==> src/hw/cpps_pkg.sv <==
/*
 * Package for the core program-state block: data-space map, widths,
 * vectors, stack depth, mode and program-counter source encodings,
 * and the packed command carriers.
 * Assumes a single core clock domain and an external sequencer.
 */
package cpps_pkg;

    // ------------------------------------------------------------
    // widths and depths
    // ------------------------------------------------------------
    localparam int unsigned CPPS_DATA_W  = 8;
    localparam int unsigned CPPS_PC_W    = 12;
    localparam int unsigned CPPS_STACK_N = 6;
    localparam int unsigned CPPS_DEPTH_W = 3;
    localparam int unsigned CPPS_PAGE_W  = 5;

    // ------------------------------------------------------------
    // data-space locations
    // ------------------------------------------------------------
    localparam logic [7:0] CPPS_ADDR_PTR_ONE   = 8'h80;
    localparam logic [7:0] CPPS_ADDR_PTR_TWO   = 8'h81;
    localparam logic [7:0] CPPS_ADDR_SHORT_ONE = 8'h82;
    localparam logic [7:0] CPPS_ADDR_SHORT_TWO = 8'h83;
    localparam logic [7:0] CPPS_ADDR_PAGE_SEL  = 8'hCA;
    localparam logic [7:0] CPPS_ADDR_RESULT    = 8'hFF;

    // ------------------------------------------------------------
    // reset values and vectors
    // ------------------------------------------------------------
    localparam logic [11:0] CPPS_RESET_VECTOR = 12'hFFE;
    localparam logic [11:0] CPPS_PC_RST       = 12'h000;
    localparam logic [7:0]  CPPS_REG_RST      = 8'h00;
    localparam logic [2:0]  CPPS_DEPTH_RST    = 3'h0;
    localparam logic [2:0]  CPPS_DEPTH_MAX    = 3'h6;
    localparam logic [11:0] CPPS_PC_ONE       = 12'h001;

    // ------------------------------------------------------------
    // enumerations
    // ------------------------------------------------------------
    typedef enum logic [1:0] {
        CPPS_MODE_NORMAL,
        CPPS_MODE_INT,
        CPPS_MODE_NMI
    } cpps_mode_t;

    typedef enum logic [2:0] {
        CPPS_PC_HOLD,
        CPPS_PC_INC,
        CPPS_PC_REL,
        CPPS_PC_JUMP,
        CPPS_PC_CALL,
        CPPS_PC_INT,
        CPPS_PC_NMI,
        CPPS_PC_RET
    } cpps_pc_op_t;

    // ------------------------------------------------------------
    // command carriers
    // ------------------------------------------------------------
    typedef struct packed {
        cpps_pc_op_t  op;
        logic         is_int_exit_op;
        logic [11:0]  target;
        logic [7:0]   offset;
    } cpps_pc_cmd_t;

    typedef struct packed {
        logic         wr;
        logic         bit_op;
        logic [7:0]   addr;
        logic [7:0]   wdata;
    } cpps_data_cmd_t;

    typedef struct packed {
        logic         carry_we;
        logic         carry;
        logic         zero_we;
        logic         zero;
    } cpps_flag_cmd_t;

endpackage

==> src/hw/cpps_core_state.sv <==
/*
 * Programmer-visible core state: result, pointer and short-direct
 * registers mapped in data space, page select, 12-bit program counter,
 * three mode flag pairs and the six-level return stack.
 * Assumes the instruction sequencer issues at most one program-counter
 * operation and one data-space access per clock, and computes flag
 * values itself (carry, borrow, tested bit, zero result).
 */
`timescale 1ns/10ps
module cpps_core_state
    import cpps_pkg::*;
(
    // clock and reset
    input  wire logic                 core_clk_in,
    input  wire logic                 rst_n_in,
    // sequencer commands
    input  wire cpps_pc_cmd_t         pc_cmd_in,
    input  wire logic [11:0]          vector_in,
    input  wire cpps_data_cmd_t       data_cmd_in,
    input  wire cpps_flag_cmd_t       flag_cmd_in,
    // program state
    output logic [11:0]               pc_out,
    output logic [7:0]                result_out,
    output logic [7:0]                ptr_one_out,
    output logic [7:0]                ptr_two_out,
    output logic [7:0]                short_one_out,
    output logic [7:0]                short_two_out,
    output logic [4:0]                page_sel_out,
    // data-space read path
    output logic [7:0]                rdata_out,
    output logic                      hit_out,
    // active flags and mode
    output logic                      carry_out,
    output logic                      zero_out,
    output cpps_mode_t                mode_out,
    output logic [2:0]                depth_out
);

    // ------------------------------------------------------------
    // state
    // ------------------------------------------------------------
    logic [11:0] pc_q;
    logic [11:0] pc_d;
    logic [7:0]  result_q;
    logic [7:0]  ptr_one_q;
    logic [7:0]  ptr_two_q;
    logic [7:0]  short_one_q;
    logic [7:0]  short_two_q;
    logic [4:0]  page_sel_q;
    cpps_mode_t  mode_q;
    cpps_mode_t  mode_d;
    cpps_mode_t  prev_mode_q;
    logic [1:0]  carry_q;
    logic [1:0]  zero_q;
    logic        normal_carry_flag;
    logic        normal_zero_flag;
    logic        int_carry_flag;
    logic        int_zero_flag;
    logic        nmi_carry_flag;
    logic        nmi_zero_flag;
    logic [11:0] stack_q [CPPS_STACK_N];
    logic [2:0]  depth_q;
    logic        push;
    logic        pop;
    logic        wr;

    function automatic logic is_push(input cpps_pc_op_t op);
        return (op == CPPS_PC_CALL) || (op == CPPS_PC_INT) || (op == CPPS_PC_NMI);
    endfunction

    assign push = is_push(pc_cmd_in.op);
    assign pop  = (pc_cmd_in.op == CPPS_PC_RET);
    // page select may not be written by bit operations
    assign wr   = data_cmd_in.wr;

    // ------------------------------------------------------------
    // program counter
    // ------------------------------------------------------------
    always_comb begin
        pc_d = pc_q;
        case (pc_cmd_in.op)
            CPPS_PC_INC: pc_d = 12'(pc_q + CPPS_PC_ONE);
            CPPS_PC_REL: pc_d = 12'(pc_q + {{4{pc_cmd_in.offset[7]}}, pc_cmd_in.offset});
            CPPS_PC_JUMP: pc_d = pc_cmd_in.target;
            CPPS_PC_CALL: pc_d = pc_cmd_in.target;
            CPPS_PC_INT:  pc_d = vector_in;
            CPPS_PC_NMI:  pc_d = vector_in;
            CPPS_PC_RET: begin
                // empty stack falls through to next instruction
                if (depth_q == CPPS_DEPTH_RST) begin
                    pc_d = 12'(pc_q + CPPS_PC_ONE);
                end else begin
                    pc_d = stack_q[0];
                end
            end
            default: pc_d = pc_q;
        endcase
    end

    always_ff @(posedge core_clk_in or negedge rst_n_in) begin
        if (!rst_n_in) begin
            pc_q <= CPPS_RESET_VECTOR;
        end else begin
            pc_q <= pc_d;
        end
    end

    // ------------------------------------------------------------
    // return stack
    // ------------------------------------------------------------
    // levels held outside data space
    always_ff @(posedge core_clk_in) begin
        if (push) begin
            // shift down, pc into level one
            for (int i = CPPS_STACK_N - 1; i > 0; i--) begin
                stack_q[i] <= stack_q[i-1];
            end
            stack_q[0] <= pc_q;
        end else if (pop && depth_q != CPPS_DEPTH_RST) begin
            for (int i = 0; i < CPPS_STACK_N - 1; i++) begin
                stack_q[i] <= stack_q[i+1];
            end
        end
    end

    always_ff @(posedge core_clk_in or negedge rst_n_in) begin
        if (!rst_n_in) begin
            depth_q <= CPPS_DEPTH_RST;
        end else if (push) begin
            if (depth_q != CPPS_DEPTH_MAX) begin
                depth_q <= 3'(depth_q + 3'h1);
            end
        end else if (pop && depth_q != CPPS_DEPTH_RST) begin
            depth_q <= 3'(depth_q - 3'h1);
        end
    end

    // ------------------------------------------------------------
    // execution mode
    // ------------------------------------------------------------
    always_comb begin
        mode_d = mode_q;
        if (pc_cmd_in.op == CPPS_PC_NMI) begin
            mode_d = CPPS_MODE_NMI;
        end else if (pc_cmd_in.op == CPPS_PC_INT) begin
            mode_d = CPPS_MODE_INT;
        end else if (pop && pc_cmd_in.is_int_exit_op) begin
            mode_d = prev_mode_q;
        end
    end

    always_ff @(posedge core_clk_in or negedge rst_n_in) begin
        if (!rst_n_in) begin
            mode_q      <= CPPS_MODE_NMI;
            prev_mode_q <= CPPS_MODE_NORMAL;
        end else begin
            mode_q <= mode_d;
            if (pc_cmd_in.op == CPPS_PC_NMI || pc_cmd_in.op == CPPS_PC_INT) begin
                prev_mode_q <= (mode_q == CPPS_MODE_INT) ? CPPS_MODE_INT : CPPS_MODE_NORMAL;
            end else if (pop && pc_cmd_in.is_int_exit_op) begin
                // nesting beyond one level is handled by software discipline
                prev_mode_q <= CPPS_MODE_NORMAL;
            end
        end
    end

    // ------------------------------------------------------------
    // flag pairs
    // ------------------------------------------------------------
    // one pair per mode, index = mode for normal and int, nmi pair held in its own flags
    always_ff @(posedge core_clk_in) begin
        // only the active pair is written
        if (flag_cmd_in.carry_we) begin
            case (mode_q)
                CPPS_MODE_NORMAL: carry_q[0] <= flag_cmd_in.carry;
                CPPS_MODE_INT:    carry_q[1] <= flag_cmd_in.carry;
                default:          nmi_carry_flag <= flag_cmd_in.carry;
            endcase
        end
        if (flag_cmd_in.zero_we) begin
            case (mode_q)
                CPPS_MODE_NORMAL: zero_q[0] <= flag_cmd_in.zero;
                CPPS_MODE_INT:    zero_q[1] <= flag_cmd_in.zero;
                default:          nmi_zero_flag <= flag_cmd_in.zero;
            endcase
        end
    end

    assign normal_carry_flag = carry_q[0];
    assign normal_zero_flag  = zero_q[0];
    assign int_carry_flag    = carry_q[1];
    assign int_zero_flag     = zero_q[1];

    // only the active pair is visible
    always_comb begin
        case (mode_q)
            CPPS_MODE_NORMAL: begin
                carry_out = normal_carry_flag;
                zero_out  = normal_zero_flag;
            end
            CPPS_MODE_INT: begin
                carry_out = int_carry_flag;
                zero_out  = int_zero_flag;
            end
            default: begin
                carry_out = nmi_carry_flag;
                zero_out  = nmi_zero_flag;
            end
        endcase
    end

    // ------------------------------------------------------------
    // data-space registers
    // ------------------------------------------------------------
    // reset to zero so outputs are defined from reset onward
    always_ff @(posedge core_clk_in or negedge rst_n_in) begin
        if (!rst_n_in) begin
            result_q    <= CPPS_REG_RST;
            ptr_one_q   <= CPPS_REG_RST;
            ptr_two_q   <= CPPS_REG_RST;
            short_one_q <= CPPS_REG_RST;
            short_two_q <= CPPS_REG_RST;
        end else if (wr) begin
            if (data_cmd_in.addr == CPPS_ADDR_RESULT) begin
                result_q <= data_cmd_in.wdata;
            end else if (data_cmd_in.addr == CPPS_ADDR_PTR_ONE) begin
                ptr_one_q <= data_cmd_in.wdata;
            end else if (data_cmd_in.addr == CPPS_ADDR_PTR_TWO) begin
                ptr_two_q <= data_cmd_in.wdata;
            end else if (data_cmd_in.addr == CPPS_ADDR_SHORT_ONE) begin
                short_one_q <= data_cmd_in.wdata;
            end else if (data_cmd_in.addr == CPPS_ADDR_SHORT_TWO) begin
                short_two_q <= data_cmd_in.wdata;
            end
        end
    end

    // write-only bank select, bit ops ignored
    // only a data write changes it
    always_ff @(posedge core_clk_in or negedge rst_n_in) begin
        if (!rst_n_in) begin
            page_sel_q <= 5'h00;
        end else if (wr && !data_cmd_in.bit_op && data_cmd_in.addr == CPPS_ADDR_PAGE_SEL) begin
            page_sel_q <= data_cmd_in.wdata[4:0];
        end
    end

    // read mux; page select reads as no hit since it is write-only
    always_comb begin
        hit_out   = 1'b1;
        rdata_out = CPPS_REG_RST;
        if (data_cmd_in.addr == CPPS_ADDR_RESULT) begin
            rdata_out = result_q;
        end else if (data_cmd_in.addr == CPPS_ADDR_PTR_ONE) begin
            rdata_out = ptr_one_q;
        end else if (data_cmd_in.addr == CPPS_ADDR_PTR_TWO) begin
            rdata_out = ptr_two_q;
        end else if (data_cmd_in.addr == CPPS_ADDR_SHORT_ONE) begin
            rdata_out = short_one_q;
        end else if (data_cmd_in.addr == CPPS_ADDR_SHORT_TWO) begin
            rdata_out = short_two_q;
        end else begin
            hit_out = 1'b0;
        end
    end

    assign pc_out        = pc_q;
    assign result_out    = result_q;
    assign ptr_one_out   = ptr_one_q;
    assign ptr_two_out   = ptr_two_q;
    assign short_one_out = short_one_q;
    assign short_two_out = short_two_q;
    assign page_sel_out  = page_sel_q;
    assign mode_out      = mode_q;
    assign depth_out     = depth_q;

    // ------------------------------------------------------------
    // checks
    // ------------------------------------------------------------
    property p_inc;
        @(posedge core_clk_in) disable iff (!rst_n_in)
        pc_cmd_in.op == CPPS_PC_INC |=> pc_q == 12'($past(pc_q) + CPPS_PC_ONE);
    endproperty
    a_inc: assert property (p_inc) else $error("pc did not increment");

    property p_jump;
        @(posedge core_clk_in) disable iff (!rst_n_in)
        pc_cmd_in.op == CPPS_PC_JUMP |=> pc_q == $past(pc_cmd_in.target);
    endproperty
    a_jump: assert property (p_jump) else $error("jump target not loaded");

    property p_push;
        @(posedge core_clk_in) disable iff (!rst_n_in)
        pc_cmd_in.op == CPPS_PC_CALL |=> stack_q[0] == $past(pc_q);
    endproperty
    a_push: assert property (p_push) else $error("call did not stack pc");

    property p_pop;
        @(posedge core_clk_in) disable iff (!rst_n_in)
        pop && depth_q != CPPS_DEPTH_RST |=> pc_q == $past(stack_q[0]);
    endproperty
    a_pop: assert property (p_pop) else $error("return did not pop");

    property p_sat;
        @(posedge core_clk_in) disable iff (!rst_n_in)
        depth_q <= CPPS_DEPTH_MAX;
    endproperty
    a_sat: assert property (p_sat) else $error("stack depth beyond six");

    property p_empty;
        @(posedge core_clk_in) disable iff (!rst_n_in)
        pop && depth_q == CPPS_DEPTH_RST |=> depth_q == CPPS_DEPTH_RST
            && pc_q == 12'($past(pc_q) + CPPS_PC_ONE);
    endproperty
    a_empty: assert property (p_empty) else $error("empty return misbehaved");

    property p_int_mode;
        @(posedge core_clk_in) disable iff (!rst_n_in)
        pc_cmd_in.op == CPPS_PC_INT |=> mode_q == CPPS_MODE_INT;
    endproperty
    a_int_mode: assert property (p_int_mode) else $error("no int mode switch");

    property p_keep_page;
        @(posedge core_clk_in) disable iff (!rst_n_in)
        push && !wr |=> $stable(page_sel_q);
    endproperty
    a_keep_page: assert property (p_keep_page) else $error("page select moved");

    property p_flag_keep;
        @(posedge core_clk_in) disable iff (!rst_n_in)
        mode_q == CPPS_MODE_NORMAL && flag_cmd_in.carry_we ##1 mode_q != CPPS_MODE_NORMAL [*2]
            ##1 mode_q == CPPS_MODE_NORMAL && !flag_cmd_in.carry_we
        |-> normal_carry_flag == $past(flag_cmd_in.carry, 3);
    endproperty
    a_flag_keep: assert property (p_flag_keep) else $error("normal carry lost");

endmodule

==> config.mk <==
export PLATFORM = sky130hd
export DESIGN_NAME = cpps_core_state
export DESIGN_NICKNAME = d
export VERILOG_FILES = /design/src/hw/cpps_pkg.sv /design/src/hw/cpps_core_state.sv
export SDC_FILE = /design/constraint.sdc
export NUM_CORES = 1
export LEC_CHECK = 0
export BUFFER_PORTS_ARGS = -buffer_cell sky130_fd_sc_hd__buf_2
export CAP_MARGIN = 25
export CORE_UTILIZATION = 40
export DETAILED_ROUTE_END_ITERATION = 8
export GPL_TIMING_DRIVEN = 0
export PLACE_DENSITY = 0.6
export SYNTH_ARGS = -nofsm -noshare
export SYNTH_HDL_FRONTEND = slang
export SYNTH_SLANG_ARGS = --single-unit
==> constraint.sdc <==
create_clock -name core_clk_in -period 5.2 [get_ports core_clk_in]
set_input_delay 1.3 -clock core_clk_in [delete_from_list [all_inputs] [get_ports core_clk_in]]
set_output_delay 1.3 -clock core_clk_in [all_outputs]
set_load 0.01 [all_outputs]
==> results of run 1 <==
==> final cells by class <==
type	instances	area (um2)
well taps	229	287
plain buffers	33	140
fillers	1703	9050
clock inverters	10	85.1
flip-flops and latches	141	3930
repair buffers	133	683
clock buffers	22	529
inverters	13	48.8
multi-input cells	513	3210
==> cell families after synthesis <==
family                     after synthesis
muxes                                   61
AOI/OAI and AO/OA                      126
buffers and inverters                   46
adders and majority gates               14
DFF                                    141
and+or+nand+nor                        294
xor gates and xnor gates                18
==> worst max-delay path by stage <==
stage                         from        endpoint  slack, ns  cells past startpoint
global placement     pc_cmd_in[23]  stack_q[4][10]     0.0002                      7
CTS                 data_cmd_in[9]    rdata_out[6]       1.22                      5
detailed placement   pc_cmd_in[23]  stack_q[4][10]       1.00                      8
finish              data_cmd_in[9]    rdata_out[6]       1.20                      5
global route        data_cmd_in[9]    rdata_out[6]       1.12                      5
floorplan            pc_cmd_in[22]   stack_q[0][0]       1.30                      6
==> synthesized netlist by cell type, types with 8 or more instances <==
cell	count	area [um2]
a22o_1	13	114
ha_1	12	150
dfstp_2	12	315
o21ai_0	27	135
buf_1	10	37.5
xnor2_1	9	78.8
nand3_1	12	60.1
mux4_2	8	180
inv_1	13	48.8
mux2_2	47	529
xor2_1	9	78.8
dfrtp_1	51	1280
a221oi_1	10	87.6
clkbuf_1	15	56.3
nand2_1	220	826
edfxtp_1	78	2340
a21oi_1	27	135
nor2_1	27	101
==> worst max-delay path, cell delays in order <==
cell and delay [ns]:
buf_2 0.13, buf_1 0.50, mux4_2 0.40, a22o_1 0.23, buf_2 0.13
==> state kept, by name (all words and copies together) (netlist names) <==
register / count
carry_q: 2
depth_out: 3
mode_out: 2
nmi_carry_flag: 1
nmi_zero_flag: 1
page_sel_out: 5
pc_out: 12
prev_mode_q: 1
ptr_one_out: 8
ptr_two_out: 8
result_out: 8
short_one_out: 8
short_two_out: 8
stack_q: 72
zero_q: 2
==> through the flow <==
stage	hold WS [ns]	util, %
floorplan	0.426	-
global placement	0.432	46.1
detailed placement	0.445	46.2
CTS	0.459	49.6
global route	0.466	49.6
finish	0.455	49.6
==> layer usage <==
metal	up-vias	GRT usage (%)	wire, um
li1	2825	-	-
met1	2741	27.9	8460
met2	175	33.2	8830
met3	37	4.30	863
met4	0	9.28	491
met5	-	0	0
==> report_power, final <==
group / internal [mW] / leakage [nW] / switching [mW]
clock: 0.736 / 0.297 / 0.503
sequential: 1.38 / 1.58 / 0.140
combinational: 0.297 / 2.19 / 0.416
==> metrics, run 1 <==
most frequent cells in the layout nand2_1 (219), buf_2 (137), edfxtp_1 (78), dfrtp_1 (51), mux2_2 (47); CTS Buf Count 17; worst clock skew approximately 0.01 ns; Primary FF master, synth edfxtp_1; Worst-Margin Slew 0.856 ns; critical-path maximum fanout 10; Synth Area in Simple Gates around 17%; Leak between 4 and 5 nW; Adder-Cell Fraction of Synth Area ~2.6%; R2R depth 6; synthesized cell area approximately 7300 um2; vias about 5800; H-tree lvl count 4; Seq/Total Area, Yosys 53.7%; Place WS roughly 1 ns; vias in the first global route 5609; first-pass GRT wire length 29.6 mm; Core Area between 15000 and 20000 um2; outcome finished, final reports clean; fin area around 8900 um2; CTS Hold Bufs 0; Post-Layout Cell Count about 1100; die width about 140 um; clk_lat worst skew between 0.4 and 0.5 ns; clock root buffer master clkbuf_16; DP Area around 8300 um2; Peak VDD IR ~0.26 mV; syn_area_per_cell around 10 um2; pwr dens between 300 and 400 nW/um2; GR Util All Layers between 20% and 30%; RSZ-0062 raised after global routing no; Avg WL per Cell around 17 um; Die Ht around 140 um; routability cong. around 0.85; clock buffer depth 2; asr flop ratio synth between 40% and 50%; Hold Path End stack_q[5][7]; Post-Synth XOR/XNOR Area ~2.2%; max_slew headroom 42.8%; most common cell after layout, fill and taps aside nand2_1; Synth Area in Compound Gates a little under an eighth; DRT Pass-1 Iters 6; CP endpoint kind primary output; Final min period about 4 ns; Clk pin slew, worst setup/hold paths approximately 0.06 ns; Fmax roughly 0.25 GHz; crit share post-route 76.9%; post-CTS sizing 0; total congestion overflow 0; Worst Hold Path Cells 0; Crit Path Class input port to primary output; Startpoint Class input port; Final ANT Viol Nets 0; Power Total about 3.5 mW; worst hold start stack_q[4][7]; arrival time at the worst endpoint about 2.7 ns; Final Hold Viols 0; Placed Cells incl. Taps around 1100; final net count about 930; r2r endpoint stack_q[4][10]; Syn-to-layout area delta 21.6%; post-synthesis cell type count 57; row cnt ~50; Die ar. roughly 19000 um2; FF-to-FF setup slack 2.36 ns; Setup Fix Bufs, Post-CTS 0; share of layout cells above drive strength 1 28.4%; reg-to-reg critical path startpoint depth_out[2]; largest net degree at the start of global routing 64; Initial Utilization between 40 and 50%; I/O pin count 133; CP required between 3 and 4 ns; Syn Inst Count 700; dpl hpwl around 14 mm; Vias/cell 5.28; drt total wl about 19 mm; final-report setup violation count 0; EDFF count, synth 78; setup_tns 0 ns; Max Slew Vio Count 0; initial antenna violation count 0; TritonCTS clock tree yes; synth warn 0; largest family of logic cells by synthesized area simple AND/OR/NAND/NOR gates; Iter 0 DRT Violations roughly 280; drc violations 0; clock tree sinks roughly 140; #FFs+latches synth approximately 140; HP Class flop to flop; number of max-cap violations 0; multiplexer share of the synthesized area a little over a tenth; syn nets between 700 and 800; antenna cell count 0; I/O Buffers approximately 130; fin worst setup slack 1.20 ns
No activity file was read; power rests on OpenSTA's default activity.
==> inputs of run 2 (changes only) <==
Settings changed: ABC_AREA set to 1.
Clock period 5.2 ns to 3.9 ns, I/O delays scaled along.
==> metrics, run 2 <==
max_slew headroom 45.0% (+2.2 points); pwr dens 507 nW/um2 (+30%); CP endpoint kind primary output; Peak VDD IR 0.340 mV (+30%); row cnt 49 (unchanged); drt total wl 18.9 mm (+1.1%); post-synthesis cell type count 45 (-21%); FF-to-FF setup slack 1.56 ns (-0.80 ns); I/O Buffers 132 (unchanged); Core Area 17900 um2 (-0.34%); Avg WL per Cell 15.0 um (-12%); CP required 2.92 ns (-0.98 ns); Initial Utilization 40.8% (about the same); initial antenna violation count 0 (unchanged); final net count 1087 (+17%); Max Slew Vio Count 0 (unchanged); Synth Area in Simple Gates 24.2% (+7.5 points); critical path cell sequence buf_2 > nor2_2 > nand2_1 > nor2_4 > inv_2 > nor3_4 > nand2_1 > o211ai_1 > buf_2; Vias/cell 4.96 (-6.0%); CTS Buf Count 17 (unchanged); post-CTS sizing 0 (unchanged); main area contributors after synthesis edfxtp_1 (32%), dfrtp_1 (17%), nand2_1 (15%); total congestion overflow 0 (unchanged); CTS Hold Bufs 0 (unchanged); Critical Path Start data_cmd_in[13]; Syn Inst Count 862 (+23%); R2R depth 5 (-1); Iter 0 DRT Violations 435 (+53%); Reg area 3930 um2 (unchanged); Primary FF master, synth edfxtp_1; Setup Fix Bufs, Post-CTS 0 (unchanged); Leak 4.26 nW (+4.7%); worst clock skew 0.0100 ns (+0.0000338 ns); Die ar. 18800 um2 (-0.42%); number of max-cap violations 0 (unchanged); max incr delay on CP 0.37 ns (-0.13 ns); Final Hold Viols 0 (unchanged); TritonCTS clock tree yes; reg-to-reg critical path startpoint depth_out[0]; Crit Path Class input port to primary output; Comb pwr share 20.0% (-0.5 points); HP Class flop to flop; Min Hold Slack 0.464 ns (+0.00889 ns); EDFF count, synth 78 (unchanged); Worst path depth 9 (+4); RSZ-0062 raised after global routing no; arrival time at the worst endpoint 2.23 ns (-0.47 ns); antenna cell count 0 (unchanged); r2r endpoint stack_q[3][8]; I/O pin count 133 (unchanged); DRT Pass-1 Iters 6 (unchanged); Worst path slowest cell nor3_4; most frequent cells in the layout nand2_1 (284), buf_2 (144), inv_1 (100), o21ai_0 (93), edfxtp_1 (78); P_sw 1.38 mW (+30%); #FFs+latches synth 141 (unchanged); H-tree lvl count 4 (unchanged); syn nets 936 (+21%); syn_area_per_cell 8.47 um2 (-19%); P_int 3.11 mW (+29%); Worst setup endpoint rdata_out[7]; Clk pin slew, worst setup/hold paths 0.07 ns (about the same); Yosys top cell by area edfxtp_1; Worst-Margin Slew 0.825 ns (-0.0303 ns); final-report setup violation count 0 (unchanged); synth warn 0 (unchanged); Synth Area in Compound Gates 11.5% (-0.22 points); Post-Synth XOR/XNOR Area 0.600% (-1.6 points); die width 137 um (-0.21%); GR Util All Layers 21.3% (+0.28 points); post-synth top area share 32.1% (+0.14 points); outcome finished, final reports clean; dpl hpwl 14.4 mm (+4.3%); CP bufs+invs 3 (unchanged); number of fill cells 1812 (+6.4%); largest family of logic cells by synthesized area simple AND/OR/NAND/NOR gates; largest net degree at the start of global routing 64 (unchanged); Die Ht 137 um (-0.21%); max reg flops 72 (unchanged); Clk pwr share 36.0% (+0.3 points); asr flop ratio synth 44.7% (unchanged); clock root buffer master clkbuf_16; vias 6231 (+7.8%); synthesized cell area 7300 um2 (-0.43%); most common cell after layout, fill and taps aside nand2_1; clk_lat worst skew 0.42 ns (about the same); Adder-Cell Fraction of Synth Area 2.61% (+0.011 points); share of layout cells above drive strength 1 21.5% (-6.9 points); synth cell count leaders nand2_1 (285), inv_1 (100), o21ai_0 (93), edfxtp_1 (78), nor2_1 (53); first-pass GRT wire length 30.2 mm (+2.1%); routability cong. 0.841 (-1.4%); fin area 8840 um2 (-0.86%); crit share post-route between 80% and 90%; Seq/Total Area, Yosys 53.9% (+0.23 points); clock tree sinks 141 (unchanged); vias in the first global route 5828 (+3.9%); top-count cell post-synth nand2_1; drc violations 0 (unchanged); Final ANT Viol Nets 0 (unchanged); Multi-input gate area 2860 um2 (-11%); Startpoint Class input port; Fmax between 0.3 and 0.4 GHz; clock buffer depth 2 (unchanged); Sw Ratio 30.7% (+0.24 points); sequential power share 44.0% (+0.2 points); Syn-to-layout area delta 21.1%; critical-path maximum fanout 9 (-1); DP Area 8260 um2 (-0.56%); CP top delay family simple AND/OR/NAND/NOR gates; Final min period 3.20 ns; Largest Register stack_q; multiplexer share of the synthesized area 0.137% (-10 points)
run 2: changes by cell type in the layout (fill, tap and decap cells not counted), moves of 9 or more:
cell	previous run	this run
nand2_1	219	284
buf_1	10	0
o21ai_0	27	93
inv_1	13	100
nor2_1	27	53
mux2_2	47	0
nand3_1	12	45
o21ai_2	0	9
a221oi_1	10	0
a22o_1	13	1
run 2: logic make-up (layout without fill, tap and decap cells):
family	after synthesis	after routing
AOI/OAI and AO/OA	152	152
xor gates and xnor gates	5	5
adders and majority gates	14	14
buffers and inverters	129	293
DFF	141	141
muxes	1	1
and+or+nand+nor	420	420
run 2: worst register-to-register path, cell delays in order, from the launching register on:
cell and delay [ns]:
dfrtp_1 0.42, inv_1 0.12, nand3_1 0.19, nand2_1 0.38
buf_2 0.30, nand2_4 0.44
run 2: cell type report:
| class | count | area share, % |
|---|---|---|
| inverters | 104 | 4.42 |
| flip-flops and latches | 141 | 44.5 |
| multi-input cells | 592 | 32.4 |
| clock buffers | 18 | 4.85 |
| well taps | 229 | 3.24 |
| plain buffers | 25 | 1.37 |
| clock inverters | 14 | 1.75 |
| repair buffers | 132 | 7.50 |
run 2: per-stage QoR:
| stage | power, mW | utilization [%] | cells | setup WS, ns | TNS [ns] |
|---|---|---|---|---|---|
| 2_1_floorplan | 2.56 | - | 862 | 0.679 | 0 |
| 4_1_cts | 4.52 | 49.4 | 1255 | 0.676 | 0 |
| 3_5_place_dp | 2.90 | 46.1 | 1223 | 0.679 | 0 |
| 6_report | 4.49 | 49.4 | 1255 | 0.698 | 0 |
| 3_3_place_gp | 2.88 | 46.1 | 1223 | -0.384 | -23.28 |
| 5_1_grt | 4.73 | 49.4 | 1255 | 0.508 | 0 |
run 2: worst min-delay path by stage:
| stage | startpoint | slack [ns] | end | cells after the start |
|---|---|---|---|---|
| after global placement | stack_q[4][9] | 0.43 | stack_q[5][9] | 0 |
| final | stack_q[4][6] | 0.46 | stack_q[5][6] | 0 |
| after CTS | stack_q[4][9] | 0.47 | stack_q[5][9] | 0 |
| after global routing | stack_q[4][9] | 0.48 | stack_q[5][9] | 0 |
| after floorplan | stack_q[4][0] | 0.43 | stack_q[5][0] | 0 |
| after detailed placement | stack_q[4][6] | 0.44 | stack_q[5][6] | 0 |
run 2: power by group through the flow:
stage,logic [mW],registers [mW],clock network [mW]
finish,0.896,1.97,1.62
floorplan,0.563,1.99,0
CTS,0.902,1.97,1.65
detailed placement,0.897,2.00,0
global route,1.03,2.00,1.70
global placement,0.885,2.00,0
run 2: metal layers:
| metal | vias to the layer above | routed length [um] | part of all wire [%] | global-route usage (%) |
|---|---|---|---|---|
| li1 | 3141 | - | - | - |
| met1 | 2939 | 9260 | 49 | 30.7 |
| met2 | 130 | 8530 | 45 | 31.9 |
| met3 | 21 | 740 | 3.9 | 4.52 |
| met4 | 0 | 320 | 1.7 | 6.53 |
| met5 | - | 0 | 0 | 0 |
